## config.mk

```make
export PLATFORM = sky130hd
export DESIGN_NAME = lbip_top
export DESIGN_NICKNAME = d
export VERILOG_FILES = /design/src/common/lbip_pkg.sv /design/src/verilog/lbip_channel.sv /design/src/verilog/lbip_top.sv
export VERILOG_INCLUDE_DIRS = /design/src /design/src/common
export SDC_FILE = /design/constraint.sdc
export NUM_CORES = 1
export LEC_CHECK = 0
export BUFFER_PORTS_ARGS = -buffer_cell sky130_fd_sc_hd__clkbuf_2
export CAP_MARGIN = 0
export CORE_ASPECT_RATIO = 1.5
export CORE_UTILIZATION = 50
export CTS_BUF_LIST = sky130_fd_sc_hd__clkbuf_2
export DETAILED_ROUTE_END_ITERATION = 6
export PLACE_DENSITY = 0.8
export SETUP_SLACK_MARGIN = 0.3
export SLEW_MARGIN = 20
export SYNTH_ARGS = -nofsm -noshare
export SYNTH_HDL_FRONTEND = slang
export SYNTH_SLANG_ARGS = --single-unit
```

## constraint.sdc

```tcl
create_clock -name clk -period 2.12 [get_ports clk]
set_input_delay 0 -clock clk [delete_from_list [all_inputs] [get_ports clk]]
set_output_delay 0 -clock clk [all_outputs]
set_load 0.02 [all_outputs]
```

## src/common/lbip_params.svh

```systemverilog
// Overview of operation
// - Blink on, code n<0xF: low for n+1 slots if phase bit 0, else 15-n.
// - Codes 0x0-0x6 give low intensity in the phase whose bit is 0.
// - Codes 0x8-0xE give high intensity in the phase whose bit is 0.
// - Code 0x7 gives eight slots low, eight high, in both phases.
// - Code 0xF: static low for phase bit 0, static high-impedance for bit 1.
// - Master/ninth-output register sits at address 0x0e, read and write.
// - Bits 7..4 hold master level, bits 3..0 the ninth output level.
// - Register reads back exactly the last value written.
// - Master code m from 1 to 15 scales duty to m fifteenths.
// - Master code 0 gives zero duty; all outputs off.
// - Master code 0 stops the internal PWM oscillator.
// - Master code 0 holds every output static, no switching.
// - Ninth output code k below 0xF gives duty of k+1 sixteenths in phase bit 0, 15-k in bit 1.
// - Ninth output code 0xF: static low for phase bit 0, static high-impedance for bit 1, no PWM.
// - Blink off: phase-0 bit alone picks direct or inverted mapping.
`ifndef LBIP_PARAMS_SVH
`define LBIP_PARAMS_SVH

`define LBIP_MASTER_ADDR   8'h0e
`define LBIP_MASTER_MSB    7
`define LBIP_MASTER_LSB    4
`define LBIP_NINTH_MSB     3
`define LBIP_NINTH_LSB     0
`define LBIP_REG_RESET     8'h00
`define LBIP_CODE_STATIC   4'hf
`define LBIP_MASTER_FULL   4'hf
`define LBIP_SLOT_CYCLES   8'd15
`define LBIP_SUB_LAST      4'he
`define LBIP_SLOT_LAST     4'hf

`endif

```

## src/common/lbip_pkg.sv

```systemverilog
package lbip_pkg;

  typedef struct packed {
    logic [3:0] master_level;
    logic [3:0] ninth_output_level;
  } lbip_regs_type;

  typedef struct packed {
    logic       wr_en;
    logic       rd_en;
    logic [7:0] addr;
    logic [7:0] wdata;
  } lbip_req_type;

  typedef enum logic [1:0] {
    LBIP_STOPPED = 2'b00,
    LBIP_RUNNING = 2'b01
  } lbip_osc_type;

endpackage

```

## src/verilog/lbip_channel.sv

```systemverilog
`timescale 1ns/100ps
`default_nettype none
`include "lbip_params.svh"

// One output channel: decides whether the pin is pulled low in this slot.
module lbip_channel (
  // Clock and reset
  input  wire logic       clk,
  input  wire logic       reset_n,
  // Timing
  input  wire logic       period_start,
  input  wire logic [3:0] slot,
  input  wire logic       master_gate,
  input  wire logic       running,
  // Settings, latched at the period boundary
  input  wire logic [3:0] level,
  input  wire logic       phase_bit,
  // Pin
  output logic            drive_low
);

  logic [3:0] level_q;
  logic       phase_q;

  // ----------------------------------------------------------------
  // Period-aligned capture
  // ----------------------------------------------------------------
  // Latching only at the boundary keeps a running period intact
  always_ff @(posedge clk) begin
    if (!reset_n) begin
      level_q <= 4'h0;
      phase_q <= 1'b0;
    end else if (period_start || !running) begin
      level_q <= level;
      phase_q <= phase_bit;
    end
  end

  // ----------------------------------------------------------------
  // Low-time decision
  // ----------------------------------------------------------------
  logic [4:0] low_slots;
  logic       in_low;
  always_comb begin
    // Phase 0 gives n+1 slots, phase 1 the complement 15-n
    if (phase_q) low_slots = 5'd15 - {1'b0, level_q};
    else low_slots = {1'b0, level_q} + 5'd1;
    in_low = ({1'b0, slot} < low_slots);
  end

  always_ff @(posedge clk) begin
    if (!reset_n) begin
      drive_low <= 1'b0;
    end else if (!running) begin
      drive_low <= 1'b0;
    end else if (level_q == `LBIP_CODE_STATIC) begin
      drive_low <= !phase_q;
    end else begin
      drive_low <= in_low && master_gate;
    end
  end

endmodule
`default_nettype wire

```

## src/verilog/lbip_top.sv

```systemverilog
`timescale 1ns/100ps
`default_nettype none
`include "lbip_params.svh"

// Intensity block for nine open-drain outputs. Open-drain pins only ever
// drive low, so output enable equals drive-low and the driven value is 0.
module lbip_top (
  // Clock and reset
  input  wire logic       clk,
  input  wire logic       reset_n,
  // Register access from the serial front end
  input  wire logic       wr_en,
  input  wire logic       rd_en,
  input  wire logic [7:0] addr,
  input  wire logic [7:0] wdata,
  output logic      [7:0] rdata,
  output logic            rvalid,
  // Settings of the other outputs and blink control
  input  wire logic [31:0] other_levels,
  input  wire logic        blink_enable,
  input  wire logic        blink_phase,
  input  wire logic [8:0]  phase0_bits,
  input  wire logic [8:0]  phase1_bits,
  // Open-drain pins
  output logic [8:0]      out_o,
  output logic [8:0]      out_oe,
  // Status
  output logic            oscillator_running
);

  lbip_pkg::lbip_regs_type regs;
  lbip_pkg::lbip_req_type  req;
  lbip_pkg::lbip_osc_type  osc_state;

  assign req = '{wr_en: wr_en, rd_en: rd_en, addr: addr, wdata: wdata};

  function automatic logic hits_master(input logic [7:0] a);
    hits_master = (a == `LBIP_MASTER_ADDR);
  endfunction

  // ----------------------------------------------------------------
  // Master and ninth output register
  // ----------------------------------------------------------------
  always_ff @(posedge clk) begin
    if (!reset_n) begin
      regs <= `LBIP_REG_RESET;
    end else if (req.wr_en && hits_master(req.addr)) begin
      regs.master_level       <= req.wdata[`LBIP_MASTER_MSB:`LBIP_MASTER_LSB];
      regs.ninth_output_level <= req.wdata[`LBIP_NINTH_MSB:`LBIP_NINTH_LSB];
    end
  end

  // Unmapped addresses read as zero
  always_ff @(posedge clk) begin
    if (!reset_n) begin
      rdata  <= 8'h00;
      rvalid <= 1'b0;
    end else begin
      rvalid <= req.rd_en;
      if (req.rd_en) rdata <= hits_master(req.addr) ? regs : 8'h00;
    end
  end

  // ----------------------------------------------------------------
  // Oscillator and slot timing
  // ----------------------------------------------------------------
  logic [7:0] prescale;
  logic [3:0] sub;
  logic [3:0] slot;
  logic       slot_tick;
  logic       period_start;
  logic       running;

  always_ff @(posedge clk) begin
    if (!reset_n) begin
      osc_state <= lbip_pkg::LBIP_STOPPED;
    end else begin
      case (osc_state)
        lbip_pkg::LBIP_STOPPED:
          if (regs.master_level != 4'h0) osc_state <= lbip_pkg::LBIP_RUNNING;
        lbip_pkg::LBIP_RUNNING:
          if (regs.master_level == 4'h0) osc_state <= lbip_pkg::LBIP_STOPPED;
        default: osc_state <= lbip_pkg::LBIP_STOPPED;
      endcase
    end
  end

  assign running   = (osc_state == lbip_pkg::LBIP_RUNNING);
  assign slot_tick = (prescale == `LBIP_SLOT_CYCLES);

  // Each slot is cut into 15 sub-steps so the master gate gives m/15
  always_ff @(posedge clk) begin
    if (!reset_n || !running) begin
      prescale <= 8'h00;
      sub      <= 4'h0;
      slot     <= 4'h0;
    end else if (prescale == `LBIP_SLOT_CYCLES) begin
      prescale <= 8'h00;
      if (sub == `LBIP_SUB_LAST) begin
        sub  <= 4'h0;
        slot <= slot + 4'h1;
      end else begin
        sub <= sub + 4'h1;
      end
    end else begin
      prescale <= prescale + 8'h01;
    end
  end

  assign period_start = slot_tick && (sub == `LBIP_SUB_LAST) && (slot == `LBIP_SLOT_LAST);

  // Master level latched per period as well, so duty never tears mid-period
  logic [3:0] master_q;
  always_ff @(posedge clk) begin
    if (!reset_n) master_q <= 4'h0;
    else if (period_start || !running) master_q <= regs.master_level;
  end

  logic master_gate;
  assign master_gate = ({1'b0, sub} < {1'b0, master_q});

  // ----------------------------------------------------------------
  // Channels
  // ----------------------------------------------------------------
  logic [35:0] all_levels;
  logic [8:0]  active_bits;
  logic [8:0]  drive_low;
  assign all_levels  = {regs.ninth_output_level, other_levels};
  // Blink off: phase-0 bits alone choose the mapping
  assign active_bits = (blink_enable && blink_phase) ? phase1_bits : phase0_bits;

  genvar gi;
  generate
    for (gi = 0; gi < 9; gi = gi + 1) begin : g_chan
      lbip_channel u_chan (
        .clk          (clk),
        .reset_n      (reset_n),
        .period_start (period_start),
        .slot         (slot),
        .master_gate  (master_gate),
        .running      (running),
        .level        (all_levels[gi*4 +: 4]),
        .phase_bit    (active_bits[gi]),
        .drive_low    (drive_low[gi])
      );
    end
  endgenerate

  // ----------------------------------------------------------------
  // Output registers
  // ----------------------------------------------------------------
  always_ff @(posedge clk) begin
    if (!reset_n) begin
      out_o              <= 9'h000;
      out_oe             <= 9'h000;
      oscillator_running <= 1'b0;
    end else begin
      out_o              <= 9'h000;
      out_oe             <= drive_low;
      oscillator_running <= running;
    end
  end

endmodule
`default_nettype wire
```

Word-level counts from Yosys, hierarchy flattened
Cells that the tools add are included.
{"block": "totals", "output_inout_bits": 28, "ff_bits": 103}
{"block": "classes", "n_reduce_logical": 33, "add_sub_neg": 21, "n_lt_le_gt_ge": 10, "n_eq_ne": 16, "mux": 24}
{"op": "$add A4 B1 Y5 const B", "n": 9}
{"op": "$lt A4 B5 Y1", "n": 9}
{"op": "$mux W5", "n": 9}
{"op": "$sub A4 B4 Y5 const A", "n": 9}
{"op": "$eq A4 B4 Y1 const B", "n": 11}
{"op": "$eq A8 B4 Y1 const B", "n": 2}
{"op": "$logic_and A1 B1 Y1", "n": 13}
{"op": "$logic_not A1 Y1", "n": 11}
{"op": "$mux W1", "n": 9}
{"op": "$mux W9", "n": 1}
{"op": "$add A4 B1 Y4 const B", "n": 2}
{"op": "$add A8 B1 Y8 const B", "n": 1}
{"op": "$mux W8", "n": 1}
{"op": "$reduce_and A2 Y1", "n": 3}
{"op": "$logic_not A4 Y1", "n": 1}
{"op": "$lt A4 B4 Y1", "n": 1}
{"op": "$mux W2", "n": 2}
{"op": "$mux W4", "n": 1}
{"op": "$ne A2 B2 Y1 const B", "n": 2}
{"op": "$pmux W2 S2", "n": 1}
{"op": "$reduce_bool A4 Y1", "n": 1}
{"op": "$eq A2 B1 Y1 const B", "n": 1}
{"op": "$logic_not A2 Y1", "n": 1}
{"op": "$logic_or A1 B1 Y1", "n": 2}
{"op": "$reduce_or A2 Y1", "n": 1}

Longest topological paths before layout
{"block": "depth", "word_depth": 5, "ltp_mapped": 8}

By module
Synthesis repeated with hierarchy kept, for this count alone.
{"block": "unflattened", "cells_unflattened": 545, "hier_area_um2": 5321.4}
{"module": "lbip_channel", "cells_per_inst": 37, "area_per_inst_um2": 359.1, "seq_area_each_um2": 120.1, "instances": 9}
{"module": "lbip_top", "cells_per_inst": 212, "area_per_inst_um2": 2089.5, "seq_area_each_um2": 960.9, "instances": 1}

Least setup slack after synthesis
Ideal clock, no wire load.
{"block": "synth_timing", "kind": "register -> register", "startpoint": "register prescale[4]", "endpoint": "register g_chan[0].u_chan.level_q[3]", "path_stages_with_launch": 7, "setup_ps": 69, "n_path_buf": 2, "setup_slack_ps": 220, "arrival_ps": 1831, "t_required_ps": 2051, "path_cell_list": "dfxtp_1 -> or4_4 -> o41ai_4 -> buf_4 -> buf_4 -> nand3_1 -> o21ai_1"}
{"block": "synth_via", "elab_chain_len": 4}
{"item": "start, declared", "line_no": "lbip_top.sv:67", "source": "logic [7:0] prescale;"}
{"item": "start signal, assigned", "line_no": "lbip_top.sv:106", "source": "prescale <= prescale + 8'h01;"}
{"item": "$eq A8 B4 Y1 (no source line)"}
{"item": "$logic_and A1 B1 Y1 (2 in series)", "line_no": "lbip_top.sv:110", "source": "assign period_start = slot_tick && (sub == `LBIP_SUB_LAST) && (slot == `LBIP_SLOT_LAST);"}
{"item": "$logic_or A1 B1 Y1", "line_no": "lbip_channel.sv:33", "source": "end else if (period_start || !running) begin"}
{"item": "end signal, assigned", "line_no": "lbip_channel.sv:34", "source": "level_q <= level;"}
{"item": "end, declared", "line_no": "lbip_channel.sv:22", "source": "logic [3:0] level_q;"}
Every way passes these cells.
A chain may end at the register's enable or synchronous reset.

Worst setup path after layout
{"block": "layout_timing", "startpoint": "register g_chan[1].u_chan.level_q[1]", "endpoint": "register g_chan[1].u_chan.drive_low"}
{"block": "layout_via", "elab_chain_len": 5, "word_cells_on_any_way": 7, "cone_classes": "add/sub: 2; order compare: 1; eq/ne: 1; mux: 2; reduce/logical: 1"}
{"item": "start, declared", "line_no": "lbip_channel.sv:22"}
{"item": "start signal, assigned", "line_no": "lbip_channel.sv:34"}
{"item": "$add A4 B1 Y5 or $sub A4 B4 Y5 (tied branches)", "line_no": "lbip_channel.sv:47, lbip_channel.sv:46"}
{"item": "$mux W5", "line_no": "lbip_channel.sv:46", "source": "if (phase_q) low_slots = 5'd15 - {1'b0, level_q};"}
{"item": "$lt A4 B5 Y1", "line_no": "lbip_channel.sv:48", "source": "in_low = ({1'b0, slot} < low_slots);"}
{"item": "$logic_and A1 B1 Y1", "line_no": "lbip_channel.sv:59", "source": "drive_low <= in_low && master_gate;"}
{"item": "$mux W1 (*)", "line_no": "lbip_channel.sv:56", "source": "end else if (level_q == `LBIP_CODE_STATIC) begin"}
{"item": "end signal, assigned", "line_no": "lbip_channel.sv:57", "source": "drive_low <= !phase_q;"}
{"item": "end signal, assigned", "line_no": "lbip_channel.sv:59"}
{"item": "end, declared", "line_no": "lbip_channel.sv:19", "source": "output logic drive_low"}
Every way passes the cells marked *; elsewhere a longest branch is shown, timed or not.

==> run_results.csv <==
group,metric,value,unit
sta,tightestPinTransition,0.657,ns
synthesis,ys_top_cells_by_area,"dfxtp_1 (40%), ha_1 (10%), nand3_1 (7.4%)",
critical_path,required,2.66,ns
hold_path,min_path_type,"in -> reg",
synthesis,yosysWarnings,0,
clocking,cts-root-buf,"clkbuf_2",
detailed_routing,drt_iter0_drc,628,
grt,overflow,0,
sta,clock.fmax,0.421,GHz
status,run_status,"finished with violations",
sta,fin_crit_sh,1.12,
placed_design,gp_congestion,0.804,
grt,grt_pass1_vias,6129,
floorplanning,placementRows,44,
floorplanning,die_width,84.1,µm
placed_design,port_buffers,90,
critical_path,startpoint_type,"flop",
layout,syn2layout_area_growth,64.6,%
clocking,cts_tree,"yes",
sta,fin_crit,2.37,ns
detailed_routing,via_per_inst,6.52,
placed_design,pre_cts_ws,0.129,ns
sta,setup_tns,-1.44,ns
grt,antenna_found_initial,2,
sta,fin_worst_skew,0.0560,ns
synthesis,yosysSeqAreaShare,0.404,
synthesis,yosys.area.top_type,"dfxtp_1",
critical_path,critPathMaxFanout,3,
detailed_routing,wire_per_inst,25.0,µm
clocking,clockBufferDepth,2,
synthesis,ys_ff_latch,102,
synthesis,yosysUniqueCellTypes,37,
layout,layout_common_cells,"dlygate4sd3_1 (115), clkbuf_2 (99), dfxtp_1 (74)",
clocking,path_clk_slew,0.31,ns
floorplanning,die_h,125,µm
layout,drive_gt1_frac,0.373,
synthesis,synth_top_cell_area_share,0.404,
detailed_routing,first_pass_iters,7,
layout,nets,933,
floorplanning,io_pins,100,
synthesis,syn_area_per_cell,8.68,µm²
sta,max_slew_margin,0.560,
synthesis,netlist_area,5050,µm²
sta,drv_slew,0,
clocking,cts.sinks,102,
power_and_ir_drop,ir_worst_vdd,0.389,mV
power_and_ir_drop,leakagePower,3.55,nW
floorplanning,core-area,9740,µm²
status,violations,"DRC, setup timing",
critical_path,arrival,2.92,ns
clocking,clk_latency,0.65,ns
detailed_routing,drc,12,
grt,grt_max_degree,62,
run,maxCapViolations,0,
layout,final_util,0.854,
critical_path,cp-end-kind,"flop",
placed_design,dp_cells,766,
detailed_routing,route.vias.total,6140,
power_and_ir_drop,powerDensity,437,nW/µm²
sta,rsz0062_at_grt,"yes",
critical_path,worst-setup-path-type,"reg -> reg",
detailed_routing,ant_nets,0,
placed_design,place_hpwl,8.17,mm
layout,mostFrequentLayoutCell,"dlygate4sd3_1",
clocking,htreeDepth,3,
sta,setup_violations,28,
synthesis,syn_inst,582,
grt,grt_usage,0.380,
floorplanning,dieArea,10500,µm²
floorplanning,start_util,0.519,
sta,hold_viol,0,
clocking,numCtsBuffers,9,
grt,grt_pass1_wl,31.0,mm
layout,instances_no_fill,941,
detailed_routing,wl,23.6,mm
sta,timing.final.ws_setup,-0.255,ns
sta,whs,0.0847,ns
per-layer routing:
| layer | up-vias | routed length [µm] | track usage | share of wire |
|---|---|---|---|---|
| li1 | 2522 | - | - | - |
| met1 | 2871 | 7560 | 0.382 | 0.32 |
| met2 | 508 | 11400 | 0.651 | 0.48 |
| met3 | 237 | 2100 | 0.106 | 0.089 |
| met4 | 2 | 2520 | 0.306 | 0.11 |
| met5 | - | 17 | 0 | 0.00072 |
where the power goes:
group          switching, W  total (W)  internal [W]  leakage [nW]
registers         0.0000872    0.00206       0.00197         0.845
clock network      0.000717   0.000877      0.000159        0.0658
logic              0.000347   0.000705      0.000358          2.64
timing repair:
item,in CTS,in global routing
gates resized for setup,115,122
buffers inserted,25,8
hold buffers,116,0
pin swaps,40,60
setup endpoints to repair,48,71
gates cloned,6,3
endpoints found under the hold margin,82,0
metrics by stage:
step	power [W]	area (µm²)
finish	0.00364	8320
global route	0.00375	8320
CTS	0.00340	7610
detailed placement	0.00240	5610
global placement	0.00237	5610
floorplan	0.00228	5080
critical path, cell delays in order (launching register included):
cell,delay [ns]
dfxtp_2,0.42
buf_4,0.15
a31oi_4,0.29
xor2_2,0.36
ha_1,0.34
o21ai_1,0.14
a21oi_1,0.07
or3b_4,0.38
o32ai_2,0.12
synth_stat cells (all sizes together):
cell type / n
or3b: 9
nand2: 58
clkbuf: 22
xor2: 22
a31oi: 10
o41a: 1
xnor2: 5
nand3: 75
ha: 41
o211a: 9
o21ai: 63
a21oi: 21
mux2i: 18
a211oi: 1
o32ai: 9
and4b: 2
nor2: 33
a311oi: 1
and2: 10
conb: 1
nand2b: 1
nand4b: 2
buf: 18
o41ai: 1
inv: 13
nor3: 1
nor4: 3
nand4: 1
a21o: 1
dfxtp: 102
or4: 1
nor2b: 24
and3: 3
kinds of logic (layout without fill, tap and decap cells):
kind of cell,Yosys count,count (layout),synth area share
AND/OR/NAND/NOR,223,223,0.220
other,1,10,0.000742
adder cells (fa/ha/maj),41,41,0.102
flip-flops,102,102,0.404
multiplexers,18,18,0.0357
buffers and inverters,53,288,0.0498
XOR/XNOR,27,27,0.0468
AO/OA/AOI/OAI,117,117,0.141
sequential cells by signal, summed over array words and instances (netlist names), 8 cells and up:
| name | flops |
|---|---|
| g_chan.u_chan.drive_low | 9 |
| g_chan.u_chan.phase_q | 9 |
| rdata | 8 |
| g_chan.u_chan.level_q | 36 |
| out_oe | 9 |
| prescale | 8 |
path summary, 6_finish.rpt:
path	endpoint	startpoint	depth (start not counted)	slack, ns
max reg2reg	g_chan[1].u_chan.drive_low$_SDFF_PN0_	g_chan[1].u_chan.level_q[1]$_SDFFE_PN0P_	8	-0.25
min	g_chan[0].u_chan.level_q[3]$_SDFFE_PN0P_	other_levels[3]	4	0.08
max	g_chan[1].u_chan.drive_low$_SDFF_PN0_	g_chan[1].u_chan.level_q[1]$_SDFFE_PN0P_	8	-0.25
min reg2reg	out_oe[2]$_SDFF_PN0_	g_chan[2].u_chan.drive_low$_SDFF_PN0_	1	0.49
final cells by class:
| class | instances | area [µm²] |
|---|---|---|
| fillers | 461 | 1420 |
| multi-input cells | 435 | 3600 |
| repair buffers | 259 | 2340 |
| well taps | 115 | 144 |
| inverters | 13 | 48.8 |
| flip-flops and latches | 102 | 2090 |
| diodes | 1 | 2.50 |
| clock buffers | 10 | 50.0 |
| clock inverters | 6 | 37.5 |
Note: power is estimated with default switching activity, not from simulation.
